==> config.mk <==
export PLATFORM = sky130hd
export DESIGN_NAME = wdg_watchdog
export DESIGN_NICKNAME = d
export VERILOG_FILES = /design/src/rtl/wdg_pkg.sv /design/src/rtl/wdg_watchdog.sv
export SDC_FILE = /design/constraint.sdc
export NUM_CORES = 1
export LEC_CHECK = 0
export BUFFER_PORTS_ARGS = -buffer_cell sky130_fd_sc_hd__buf_4
export CAP_MARGIN = 20
export CORE_MARGIN = 3
export CORE_UTILIZATION = 55
export DETAILED_ROUTE_END_ITERATION = 12
export GPL_TIMING_DRIVEN = 0
export PLACE_DENSITY_LB_ADDON = 0.05
export REMOVE_ABC_BUFFERS = 1
export SLEW_MARGIN = 20
export SYNTH_ARGS = -nofsm -noshare
export SYNTH_HDL_FRONTEND = slang
export SYNTH_SLANG_ARGS = --single-unit
==> constraint.sdc <==
create_clock -name clk -period 7.5 [get_ports clk]
set_clock_uncertainty 0.15 [all_clocks]
set_input_delay 2.25 -clock clk [delete_from_list [all_inputs] [get_ports clk]]
set_output_delay 2.25 -clock clk [all_outputs]
set_load 0.03 [all_outputs]
==> src/rtl/wdg_pkg.sv <==
/*
  Package for the watchdog and reset-cause block: register offsets,
  field layouts, reset values, mode coding and timing constants.
  Assumes an 8-bit register port and a single system clock.
*/
package wdg_pkg;

  // ------------------------------------------------------------------
  // Register map
  // ------------------------------------------------------------------
  localparam logic [7:0] WDG_CTRL_OFFSET = 8'h60;
  localparam logic [7:0] WDG_STATUS_OFFSET = 8'h61;
  localparam logic [7:0] WDG_STATUS_USED_MASK = 8'h0f;
  localparam logic [7:0] WDG_READ_IDLE = 8'h00;

  // ------------------------------------------------------------------
  // Timing
  // ------------------------------------------------------------------
  localparam int WDG_OSC_FREQ_HZ = 128000;
  localparam int WDG_BASE_CYCLES = 2048;
  localparam logic [3:0] WDG_MAX_SEL = 4'h9;
  localparam int WDG_COUNT_WIDTH = 21;
  localparam logic [2:0] WDG_UNLOCK_CYCLES = 3'h4;
  localparam logic WDG_FUSE_PROGRAMMED = 1'b0;

  // ------------------------------------------------------------------
  // Field layouts and modes
  // ------------------------------------------------------------------
  typedef struct packed {
    logic irqFlag;
    logic irqEnable;
    logic prescaleHigh;
    logic changeUnlock;
    logic resetEnable;
    logic [2:0] prescaleLow;
  } wdg_ctrl_type;

  typedef struct packed {
    logic [3:0] unused;
    logic dogResetCause;
    logic brownoutCause;
    logic pinResetCause;
    logic powerupCause;
  } wdg_status_type;

  typedef struct packed {
    logic powerOn;
    logic brownout;
    logic pinReset;
  } wdg_reset_event_type;

  typedef enum logic [1:0] {
    WDG_STOPPED,
    WDG_IRQ_ONLY,
    WDG_RESET_ONLY,
    WDG_IRQ_THEN_RESET
  } wdg_mode_type;

  localparam wdg_ctrl_type WDG_CTRL_RESET = '0;
  localparam wdg_status_type WDG_STATUS_RESET = '0;

endpackage : wdg_pkg

==> src/rtl/wdg_watchdog.sv <==
/*
  Watchdog timer with interrupt, reset and combined modes, timed change
  window, always-on fuse and reset-cause status flags.
  Assumes: register master on clk; oscillator and fuse arrive as pins
  and are synchronised here; reset-source events are clk-domain pulses.
*/
// Behaviour
// - Time-out in interrupt mode sets flag; vector run or write-one clears it.
// - Interrupt request only while global enable and watchdog enable are set.
// - Combined mode: first time-out sets flag; vector clears flag and enable.
// - Combined mode: unserviced flag at next time-out causes system reset.
// - Enable pair selects stopped, interrupt, reset or combined mode.
// - Programmed fuse forces system reset mode regardless of control bits.
// - Clearing reset enable or changing prescaler needs open change window.
// - Change-unlock bit self-clears four system clock cycles after set.
// - Watchdog reset cause flag forces reset enable to one.
// - Prescaler code selects 2048 cycles doubling up to 1048576 cycles.
// - Watchdog reset cause set by dog reset, cleared by power-on or write zero.
// - Brown-out cause set by brown-out, cleared by power-on or write zero.
// - Pin reset cause set by pin reset, cleared by power-on or write zero.
// - Power-up cause set by power-on, cleared only by writing zero.
// - Upper four status bits always read zero.
// - Reset caused by the watchdog leaves the watchdog enabled.
// - Counter counts cycles of the separate slow oscillator.
// - Programmed fuse locks reset enable at one, interrupt enable at zero.
// - Restart command restarts the counter.
`timescale 1ns/10ps

module wdg_watchdog
  import wdg_pkg::*;
#(
  parameter int TIMEOUT_BASE = WDG_BASE_CYCLES
)
(
  input wire logic clk,
  input wire logic reset_n,
  input wire logic [7:0] regAddr,
  input wire logic [7:0] regWrData,
  input wire logic regWrite,
  input wire logic regRead,
  output logic [7:0] regRdData,
  input wire logic oscClkIn,
  input wire logic forceAlwaysOnFuse,
  input wire logic restartCmd,
  input wire logic globalIrqEnable,
  input wire logic irqVectorAck,
  input wire wdg_reset_event_type resetEvents,
  output logic timeoutIrqReq,
  output logic systemResetReq
);

  // ------------------------------------------------------------------
  // Synchronisers
  // ------------------------------------------------------------------
  logic oscSync1;
  logic oscSync2;
  logic oscPrev;
  logic fuseSync1;
  logic fuseSync2;

  // Fuse resets to programmed so the dog is safe until the pin is seen
  always_ff @(posedge clk or negedge reset_n)
  begin
    if (!reset_n)
    begin
      oscSync1 <= 1'b0;
      oscSync2 <= 1'b0;
      oscPrev <= 1'b0;
      fuseSync1 <= WDG_FUSE_PROGRAMMED;
      fuseSync2 <= WDG_FUSE_PROGRAMMED;
    end
    else
    begin
      oscSync1 <= oscClkIn;
      oscSync2 <= oscSync1;
      oscPrev <= oscSync2;
      fuseSync1 <= forceAlwaysOnFuse;
      fuseSync2 <= fuseSync1;
    end
  end

  // ------------------------------------------------------------------
  // Decode and mode
  // ------------------------------------------------------------------
  wdg_ctrl_type ctrl;
  wdg_ctrl_type wrCtrl;
  wdg_status_type status;
  wdg_status_type wrStatus;
  wdg_mode_type mode;
  logic [WDG_COUNT_WIDTH-1:0] count;
  logic [WDG_COUNT_WIDTH-1:0] terminalCount;
  logic [3:0] prescale;
  logic [3:0] selClamped;
  logic [2:0] unlockCount;
  logic fuseForced;
  logic oscTick;
  logic timeoutHit;
  logic dogReset;
  logic setIrqFlag;
  logic anyReset;
  logic ctrlWrite;
  logic statusWrite;

  assign wrCtrl = wdg_ctrl_type'(regWrData);
  assign wrStatus = wdg_status_type'(regWrData);
  assign ctrlWrite = regWrite && (regAddr == WDG_CTRL_OFFSET);
  assign statusWrite = regWrite && (regAddr == WDG_STATUS_OFFSET);
  assign fuseForced = (fuseSync2 == WDG_FUSE_PROGRAMMED);
  assign oscTick = oscSync2 && !oscPrev;
  assign prescale = {ctrl.prescaleHigh, ctrl.prescaleLow};

  // Reserved codes above the top entry run at the longest period
  assign selClamped = (prescale > WDG_MAX_SEL) ? WDG_MAX_SEL : prescale;
  assign terminalCount = (WDG_COUNT_WIDTH'(TIMEOUT_BASE) << selClamped)
                         - WDG_COUNT_WIDTH'(1);

  // Mode selection from the enable pair, overridden by the fuse
  always_comb
  begin
    if (fuseForced)
      mode = WDG_RESET_ONLY;
    else
    begin
      unique case ({ctrl.resetEnable, ctrl.irqEnable})
        2'b00: mode = WDG_STOPPED;
        2'b01: mode = WDG_IRQ_ONLY;
        2'b10: mode = WDG_RESET_ONLY;
        2'b11: mode = WDG_IRQ_THEN_RESET;
      endcase
    end
  end

  // Compare with >= so a shortened period times out at the next oscillator tick
  assign timeoutHit = oscTick && (mode != WDG_STOPPED) && (count >= terminalCount);
  assign dogReset = timeoutHit && ((mode == WDG_RESET_ONLY)
                    || ((mode == WDG_IRQ_THEN_RESET) && ctrl.irqFlag));
  assign setIrqFlag = timeoutHit && ((mode == WDG_IRQ_ONLY)
                      || ((mode == WDG_IRQ_THEN_RESET) && !ctrl.irqFlag));
  assign anyReset = dogReset || resetEvents.powerOn || resetEvents.brownout
                    || resetEvents.pinReset;

  // ------------------------------------------------------------------
  // Time-out counter
  // ------------------------------------------------------------------
  always_ff @(posedge clk or negedge reset_n)
  begin
    if (!reset_n)
      count <= '0;
    else if (restartCmd || anyReset || (mode == WDG_STOPPED) || timeoutHit)
      count <= '0;
    else if (oscTick)
      count <= count + WDG_COUNT_WIDTH'(1);
  end

  // ------------------------------------------------------------------
  // Control register fields
  // ------------------------------------------------------------------
  // Interrupt flag: hardware set wins over a vector or write-one clear in the same cycle; a reset event wins over the set
  always_ff @(posedge clk or negedge reset_n)
  begin
    if (!reset_n)
      ctrl.irqFlag <= WDG_CTRL_RESET.irqFlag;
    else if (anyReset)
      ctrl.irqFlag <= WDG_CTRL_RESET.irqFlag;
    else if (setIrqFlag)
      ctrl.irqFlag <= 1'b1;
    else if (irqVectorAck || (ctrlWrite && wrCtrl.irqFlag))
      ctrl.irqFlag <= 1'b0;
  end

  // Interrupt enable: locked off by the fuse, dropped by the vector in combined mode
  always_ff @(posedge clk or negedge reset_n)
  begin
    if (!reset_n)
      ctrl.irqEnable <= WDG_CTRL_RESET.irqEnable;
    else if (fuseForced || anyReset)
      ctrl.irqEnable <= 1'b0;
    else if (irqVectorAck && (mode == WDG_IRQ_THEN_RESET))
      ctrl.irqEnable <= 1'b0;
    else if (ctrlWrite)
      ctrl.irqEnable <= wrCtrl.irqEnable;
  end

  // Prescaler only moves inside an open change window
  always_ff @(posedge clk or negedge reset_n)
  begin
    if (!reset_n)
    begin
      ctrl.prescaleHigh <= WDG_CTRL_RESET.prescaleHigh;
      ctrl.prescaleLow <= WDG_CTRL_RESET.prescaleLow;
    end
    else if (anyReset)
    begin
      ctrl.prescaleHigh <= WDG_CTRL_RESET.prescaleHigh;
      ctrl.prescaleLow <= WDG_CTRL_RESET.prescaleLow;
    end
    else if (ctrlWrite && ctrl.changeUnlock)
    begin
      ctrl.prescaleHigh <= wrCtrl.prescaleHigh;
      ctrl.prescaleLow <= wrCtrl.prescaleLow;
    end
  end

  // Change window: high for exactly four cycles after the unlocking write
  always_ff @(posedge clk or negedge reset_n)
  begin
    if (!reset_n)
    begin
      ctrl.changeUnlock <= WDG_CTRL_RESET.changeUnlock;
      unlockCount <= '0;
    end
    else if (anyReset)
    begin
      ctrl.changeUnlock <= WDG_CTRL_RESET.changeUnlock;
      unlockCount <= '0;
    end
    else if (ctrlWrite && wrCtrl.changeUnlock)
    begin
      ctrl.changeUnlock <= 1'b1;
      unlockCount <= WDG_UNLOCK_CYCLES - 3'h1;
    end
    else if (unlockCount != '0)
      unlockCount <= unlockCount - 3'h1;
    else
      ctrl.changeUnlock <= 1'b0;
  end

  // Reset enable: set freely, cleared only in the window and without cause
  always_ff @(posedge clk or negedge reset_n)
  begin
    if (!reset_n)
      ctrl.resetEnable <= WDG_CTRL_RESET.resetEnable;
    else if (fuseForced || status.dogResetCause || dogReset)
      ctrl.resetEnable <= 1'b1;
    else if (anyReset)
      ctrl.resetEnable <= WDG_CTRL_RESET.resetEnable;
    else if (ctrlWrite && (wrCtrl.resetEnable || ctrl.changeUnlock))
      ctrl.resetEnable <= wrCtrl.resetEnable;
  end

  // ------------------------------------------------------------------
  // Reset-cause status
  // ------------------------------------------------------------------
  // Each cause is sticky; a new event wins over a software clear
  always_ff @(posedge clk or negedge reset_n)
  begin
    if (!reset_n)
      status <= WDG_STATUS_RESET;
    else
    begin
      status.unused <= WDG_STATUS_RESET.unused;
      if (dogReset)
        status.dogResetCause <= 1'b1;
      else if (resetEvents.powerOn || (statusWrite && !wrStatus.dogResetCause))
        status.dogResetCause <= 1'b0;
      if (resetEvents.brownout)
        status.brownoutCause <= 1'b1;
      else if (resetEvents.powerOn || (statusWrite && !wrStatus.brownoutCause))
        status.brownoutCause <= 1'b0;
      if (resetEvents.pinReset)
        status.pinResetCause <= 1'b1;
      else if (resetEvents.powerOn || (statusWrite && !wrStatus.pinResetCause))
        status.pinResetCause <= 1'b0;
      if (resetEvents.powerOn)
        status.powerupCause <= 1'b1;
      else if (statusWrite && !wrStatus.powerupCause)
        status.powerupCause <= 1'b0;
    end
  end

  // ------------------------------------------------------------------
  // Outputs
  // ------------------------------------------------------------------
  // Read data stand only in the cycle after the strobe
  always_ff @(posedge clk or negedge reset_n)
  begin
    if (!reset_n)
      regRdData <= WDG_READ_IDLE;
    else if (regRead && (regAddr == WDG_CTRL_OFFSET))
      regRdData <= ctrl;
    else if (regRead && (regAddr == WDG_STATUS_OFFSET))
      regRdData <= status & WDG_STATUS_USED_MASK;
    else
      regRdData <= WDG_READ_IDLE;
  end

  // One-cycle reset pulse to the reset controller
  always_ff @(posedge clk or negedge reset_n)
  begin
    if (!reset_n)
      systemResetReq <= 1'b0;
    else
      systemResetReq <= dogReset;
  end

  assign timeoutIrqReq = ctrl.irqFlag && ctrl.irqEnable && globalIrqEnable;
endmodule : wdg_watchdog

# Word-level counts from Yosys, hierarchy flattened
# Cells that the tools add are included.
# classes
n_div,0
n_mux,34
shift,1
multipliers,0
order_cmp,2
n_addsub,3
n_reduce_logical,58
bitwise,1
eq_ne,9
# op_table
cell,n
two-way mux 21 bit,2
logical AND 1 bit,22
two-way mux 1 bit,22
"adder 21 x 1 -> 21 bit, second input constant",1
greater-or-equal comparator 21 bit,1
"left shift 12 x 4 -> 21 bit, first input constant",1
"subtractor 21 x 2 -> 21 bit, second input constant",1
"equality test 8 x 7 -> 1 bit, second input constant",2
logical OR 1 bit,16
two-way mux 3 bit,5
nonzero test 3 bit,5
nonzero test 2 bit,7
"equality test 2 bit, second input constant",4
two-way mux 4 bit,2
two-way mux 8 bit,1
case mux 2 bit (4 select lines),1
zero test 1 bit,6
"equality test 2 x 1 -> 1 bit, second input constant",2
"> comparator 4 bit, second input constant",1
zero test 2 bit,2
"inequality test 3 bit, second input constant",1
"subtractor 3 x 1 -> 3 bit, second input constant",1
two-way mux 2 bit,1
inverter 1 bit,1
# word_totals
rom_bits,0
elab_cells,127
latchBits,0
ram_bits,0
out_inout_bits,10
register_bits,50
memories,0
in_bits,28

# Longest topological paths before layout
# Gate-level depths: netlist of run 1.
# depth
word_depth,14
depth_mapped,13

# Least setup slack after synthesis of run 1
# No wires, ideal clock.
# synth_path
path_kind,input-to-output
from,in globalIrqEnable
to,out timeoutIrqReq
slack_ns,2.531
stages,1
n_path_buf,0
arrival_ns,2.569
path_cell_list,and3_1
# synth_between
elab_chain_len,1
# synth_rtl
item,line_no,text
from (decl),wdg_watchdog.sv:45,"input wire logic globalIrqEnable,"
logical AND 1 bit,wdg_watchdog.sv:296,assign timeoutIrqReq = ctrl.irqFlag && ctrl.irqEnable && globalIrqEnable;
to (decl),wdg_watchdog.sv:48,"output logic timeoutIrqReq,"
# Every way passes these cells.

# Worst setup path after layout of run 1
# Ends and elaborated chain as after synthesis.

==> results of run 1 <==
[final timing paths]
path,startpoint,to,depth (start not counted)
min in group asynchronous,reset_n,count[13],1
worst max-delay path,globalIrqEnable,timeoutIrqReq,3
max in group asynchronous,reset_n,count[0],1
worst min-delay path,oscSync1,oscSync2,0
worst min register to register,oscSync1,oscSync2,0
worst max register to register,ctrl[1],count[0],12
[layout make-up]
type	count	area, µm²	area share, %
Clock buffer	6	72.57	2.261
Clock inverter	2	13.76	0.4288
Inverter	9	33.78	1.053
Multi-Input combinational cell	196	1476	46.00
Sequential cell	50	1251	38.99
Tap cell	67	83.83	2.612
Timing Repair Buffer	37	277.8	8.655
[sequential cells by signal, indices dropped and copies added (netlist names), 3 cells and up]
name and count:
ctrl 8, status 4, count 21, unlockCount 3, regRdData 8
[power groups by stage]
stage / logic, mW / clock network, mW / registers [mW]
3_3_place_gp: 0.0282 / 0 / 0.279
4_1_cts: 0.0288 / 0.162 / 0.274
5_1_grt: 0.0314 / 0.172 / 0.275
2_1_floorplan: 0.00881 / 0 / 0.279
3_5_place_dp: 0.0287 / 0 / 0.279
6_report: 0.0281 / 0.155 / 0.274
[kinds of logic (layout without fill, tap and decap cells)]
kind of cell | Yosys count | in the layout
other | 1 | 1
adder cells (fa/ha/maj) | 14 | 14
AND/OR/NAND/NOR | 120 | 120
multiplexers | 11 | 11
buffers and inverters | 17 | 54
flip-flops | 50 | 50
AO/OA/AOI/OAI | 28 | 28
XOR/XNOR | 22 | 22
[layout by cell type (no fill, tap or decap), drive strengths merged, types with 4 or more instances in the layout]
| cell | count |
|---|---|
| inv | 9 |
| dfrtp | 50 |
| nand2b | 7 |
| nor3 | 32 |
| xor2 | 16 |
| nand4 | 12 |
| clkbuf | 6 |
| nand2 | 14 |
| xnor2 | 6 |
| ha | 14 |
| and3 | 4 |
| nor2 | 18 |
| mux2i | 11 |
| o21ai | 9 |
| nand3 | 9 |
| and2 | 4 |
| buf | 37 |
| nor2b | 4 |
| a21oi | 11 |
[layer usage]
metal,GRT usage (%),up-vias,share of wire [%]
met5,0,-,0
met4,4.270,0,0.12
met3,4.060,2,4.2
met2,32.47,39,49
met1,26.61,992,46
li1,-,1006,-
[critical path: stages]
cell and delay, ps:
buf_4 100, and3_1 170, buf_4 160
[metrics by stage]
| step | std cells | util, % | instance area, µm² | hold slack (ps) | power, mW |
|---|---|---|---|---|---|
| floorplan | 255 | - | 2761 | 181.2 | 0.2876 |
| global placement | 359 | 64.83 | 3123 | 181.7 | 0.3073 |
| detailed placement | 359 | 64.83 | 3123 | 194.1 | 0.3080 |
| CTS | 367 | 66.62 | 3209 | 216.4 | 0.4648 |
| global route | 367 | 66.62 | 3209 | 219.9 | 0.4782 |
| finish | 367 | 66.62 | 3209 | 213.4 | 0.4574 |
==> metrics.txt, run 1 <==
Mapped Cells=263; Pwr Density=142.5 mW/mm²; # port buffers=37; drt via density=5.556; Resized Gates After CTS=0; hold-fix buffers at CTS=0; drt drc=0; TritonCTS clock tree=done; worst skew pair latency=300 ps; Post-Synth Simple-Gate Area=28.85%; Synth cell types=47; EDFF count, synth=0; row count=25; First-pass DRT Iterations=4; Net Sw Power=0.1060 mW; Max Fclk=about 200 MHz; CTS Buf Count=5; Final Cycle Share=between 60% and 70%; fin nets=roughly 340; DRT antenna net count=0; CP Max Fanout=1; Detailed Place HPWL=about 4 mm; final WL=approximately 5.6 mm; unrepaired setup endpoints after global routing=no; DRT iter0 DRCs=52; dominant cell by count in the synthesized netlist=dfrtp_1; synth warn=0; die area=0.006003 mm²; Slew Limit Headroom=28.77%; first-pass GRT wire length=between 9 and 10 mm; Core Region=0.004817 mm²; kind of critical path=in2out; gpl congestion=0.7556; crit path launch type=primary input; Fin. Hold Viols=0; Post-Synth Adder-Cell Area=6.233%; Final setup viols=0; hold crit path type=reg2reg; Leakage Power=1.463 nW; Worst R2R Setup Slack=around 3700 ps; WP data required=5100 ps; Post-CTS Setup Repair Bufs=0; Tmin final=5086 ps; area share of the largest cell type after synthesis=44.52%; initial antenna violation count=0; Worst VDD drop=roughly 0.00010 V; Worst setup EP type=output port; post-synthesis register bit count=50; Syn Std Cell Area=~0.0028 mm²; initial core utilization=between 50% and 60%; Mapped Avg Cell Area=10.69 µm²; Top Ports=38; Clk pwr share=33.9%; Final Worst Setup Slack=2414 ps; max_cap viols=0; largest net degree at the start of global routing=51; Synth area leader=dfrtp_1; H-tree Lvls=2; Flop pwr share=59.9%; Post-synth ARST share=100.0%; post-synthesis compound-gate area fraction=6.545%; total number of vias=2039; max-slew violation count=0; vias in the first global route=2034; largest family of logic cells by synthesized area=simple AND/OR/NAND/NOR gates; Setup TNS=0 ps; internal power=0.3515 mW; drt wl/cell=15.27 µm; Post-Synth XOR/XNOR Area=approximately 6.9%; data arrival time of the critical path=2690 ps; Sink Count=50; Slew @ Worst Pin=between 1000 and 1500 ps; CTS root buf=clkbuf_8; chip width=77.48 µm; share of cells above drive strength 1=25.00%; CTS Buffer Depth=2; top cells by area, synth=dfrtp_1 (45%), ha_1 (6.2%), nor3_2 (5.7%); Post-Place Setup Slack=2412 ps; mux cell area share after synthesis=around 3.9%; Clock transition at path regs=90 ps; GRT Residual Overflow=0; Ant. Diodes=0; status=completed; synth-to-layout area growth=14.20%; Gate power share=under 10%; Sw Ratio=23.17%; FILL cells=roughly 430; Chip Height=just under 80 µm; synth cell count leaders=dfrtp_1 (50), nor2_1 (18), nor3_2 (16), xor2_1 (16), nor3_1 (15); sequential fraction of the synthesis area=44.52%; Post-synth top flop=dfrtp_1; gr usage total=about a fifth
Note: power is estimated with default switching activity, not from simulation.
==> inputs of run 2 (changes only) <==
--- a/config.mk
+++ b/config.mk
@@ -5,6 +5,7 @@
 export SDC_FILE = /design/constraint.sdc
 export NUM_CORES = 1
 export LEC_CHECK = 0
+export ABC_AREA = 1
 export BUFFER_PORTS_ARGS = -buffer_cell sky130_fd_sc_hd__buf_4
 export CAP_MARGIN = 20
 export CORE_MARGIN = 3
==> constraint.sdc (replaced) <==
create_clock -name clk -period 5.1 [get_ports clk]
set_clock_uncertainty 0.15 [all_clocks]
set_input_delay 1.53 -clock clk [delete_from_list [all_inputs] [get_ports clk]]
set_output_delay 1.53 -clock clk [all_outputs]
set_load 0.03 [all_outputs]
==> run 2 against run 1 <==
  * Register-to-register slack worse by 1700 ps
  * Combinational power up 49%
  * Largest power group unchanged
  * Final cell count grew 27%
  * Total power up 58%
  * Routed wire length increased by 1.3%
  * Final area up 3.4%
  * First-iteration DRC count grew 110%
  * Sequential cell count did not move
  * Critical endpoint unchanged
  * Sequential power is 47% higher
  * Global-route usage increased by 0.75 points
  * Worst setup slack got worse by 890 ps
  * Area after synthesis is 2.1% higher
==> metrics.txt, run 2 <==
hold-fix buffers at CTS=0; Pwr Density=217.7 mW/mm²; Synth cell types=34; crit-path most repeated cell=buf_4; Resized Gates After CTS=0; post-synthesis compound-gate area fraction=7.632%; chip width=approximately 80 µm; dominant cell by count in the synthesized netlist=nor2_1; Sink Count=50; Post-synth ARST share=between 90% and 100%; Slew @ Worst Pin=640.9 ps; EDFF count, synth=0; crit path launch type=primary input; synth-to-layout area growth=15.66%; unrepaired setup endpoints after global routing=no; Chip Height=78.23 µm; max_cap viols=0; Worst VDD drop=around 0.00015 V; Post-CTS Setup Repair Bufs=0; largest net degree at the start of global routing=51; Ant. Diodes=0; FILL cells=446; Clk pwr share=38.5%; initial core utilization=roughly 59%; Tmin final=roughly 3600 ps; commonest cells after routing, fill and taps aside=nor2_1 (63), nand2_1 (62), inv_1 (52); hold crit path type=reg2reg; post-synthesis register bit count=50; Post-Synth Simple-Gate Area=29.92%; Post-Place Setup Slack=1516 ps; data arrival time of the critical path=between 1500 and 2000 ps; DRT iter0 DRCs=around 110; DRT antenna net count=0; Core Region=approximately 0.0049 mm²; Detailed Place HPWL=roughly 4.3 mm; sequential fraction of the synthesis area=43.61%; drt drc=0; Max Fclk=approximately 280 MHz; Flop pwr share=55.7%; # port buffers=37; synth cell count leaders=nor2_1 (63), nand2_1 (62), inv_1 (52), dfrtp_1 (50), nand3_1 (20); status=completed; CTS root buf=clkbuf_8; commonest non-fill, non-tap cell in the layout=nor2_1; worst skew pair latency=300 ps; CP delay by family, top=buffers and inverters; drt wl/cell=12.16 µm; row count=25; Worst setup EP type=output port; CTS Buffer Depth=2; Final setup viols=0; critical path cell sequence=buf_4, nand2_1, nor2_1, buf_4; kind of critical path=in2out; Slowest cell on crit path=buf_4; initial antenna violation count=0; Slew Limit Headroom=a little under three fifths; Setup TNS=0 ps; Post-synth top flop=dfrtp_1; Leakage Power=1.560 nW; Post-Synth Adder-Cell Area=around 6.1%; Top Registers=count: 21 flops, ctrl: 8 flops, regRdData: 8 flops; top cells by area, synth=dfrtp_1 (44%), nor2_1 (8.2%), nand2_1 (8.1%); max reg flops=21; Top Ports=38; max-slew violation count=0; mux cell area share after synthesis=0%; Largest Register=count; Post-Synth XOR/XNOR Area=roughly 4.6%; final WL=5.678 mm; Final Worst Setup Slack=1522 ps; area share of the largest cell type after synthesis=~44%; H-tree Lvls=2; Clock transition at path regs=90 ps; Mapped Cells=358; Sw Ratio=21.87%; TritonCTS clock tree=done; total number of vias=2378; drt via density=5.092; gpl congestion=0.8452; CTS Buf Count=5; CP max stage delay=170 ps; Gate power share=5.8%; WP data required=3420 ps; fin nets=441; Net Sw Power=0.1580 mW; share of cells above drive strength 1=a little under a fifth; GRT Residual Overflow=0; Synth area leader=dfrtp_1; vias in the first global route=2259; CP Buf/Inv Count=2; internal power=0.5643 mW; Fin. Hold Viols=0; Syn Std Cell Area=approximately 0.0029 mm²; Final Cycle Share=70.16%; First-pass DRT Iterations=4; largest family of logic cells by synthesized area=simple AND/OR/NAND/NOR gates; first-pass GRT wire length=about 10 mm; die area=0.006119 mm²; gr usage total=20.35%; synth warn=0; CP Max Fanout=1; Mapped Avg Cell Area=8.014 µm²
==> run 2: final timing paths <==
check,depth (start not counted),startpoint,end,slack (ps)
setup / recovery,4,globalIrqEnable,timeoutIrqReq,1520
hold / removal,0,oscSync1,oscSync2,200
setup reg to reg,18,ctrl[2],count[18],1980
hold reg to reg,0,oscSync1,oscSync2,200
max in group asynchronous,1,reset_n,count[2],3280
min in group asynchronous,1,reset_n,count[15],1070
==> run 2: power by group through the flow <==
stage	logic (mW)	clock network, mW	registers, mW
2_1_floorplan	0.0135	0	0.410
3_3_place_gp	0.0423	0	0.410
3_5_place_dp	0.0428	0	0.410
4_1_cts	0.0428	0.284	0.402
5_1_grt	0.0473	0.301	0.403
6_report	0.0419	0.278	0.402
==> run 2: worst reg2reg max path: stages, from the launching register on <==
cell and delay [ps]:
dfrtp_1 430, nor2_1 120, inv_1 50, nor3_1 300, inv_1 80, ha_1 190, inv_1 80, a21oi_1 60
xor2_1 170, ha_1 310, nand2_1 60, nor2_1 120, nand2_1 100, nor2_1 110, nand2_1 70, nand3_2 90
nand2_1 60, nand2_2 350, nor2_1 110
==> run 2: metal layers <==
layer	vias up	global-route usage (%)	part of all wire [%]
li1	1224	-	-
met5	-	0	0
met1	1108	28.02	48
met4	0	5.594	0.55
met3	4	4.014	4.0
met2	42	32.88	48
==> run 2: final cells by class <==
class | count | area, µm² | area share [%]
timing repair buffer | 37 | 277.8 | 8.371
multi-input combinational | 250 | 1388 | 41.82
inverter | 55 | 207.7 | 6.259
clock inverter | 2 | 37.54 | 1.131
tap | 67 | 83.83 | 2.526
sequential | 50 | 1251 | 37.71
clock buffer | 6 | 72.57 | 2.187
==> run 2: logic make-up (layout without fill, tap and decap cells) <==
family	after synthesis	after routing
adder cells (fa/ha/maj)	14	14
AO/OA/AOI/OAI	36	36
AND/OR/NAND/NOR	184	184
other	1	1
flip-flops	50	50
XOR/XNOR	15	15
buffers and inverters	58	100
==> run 2: metrics by stage <==
stage               hold WS, ps  area (µm²)  std cells  total power, mW  util, %
floorplan                 181.2        2846        355           0.4231        -
global placement          181.3        3208        459           0.4523    65.74
detailed placement        189.5        3208        459           0.4529    65.74
CTS                       200.9        3318        467           0.7291    68.00
global route              214.1        3318        467           0.7512    68.00
finish                    196.8        3318        467           0.7223    68.00
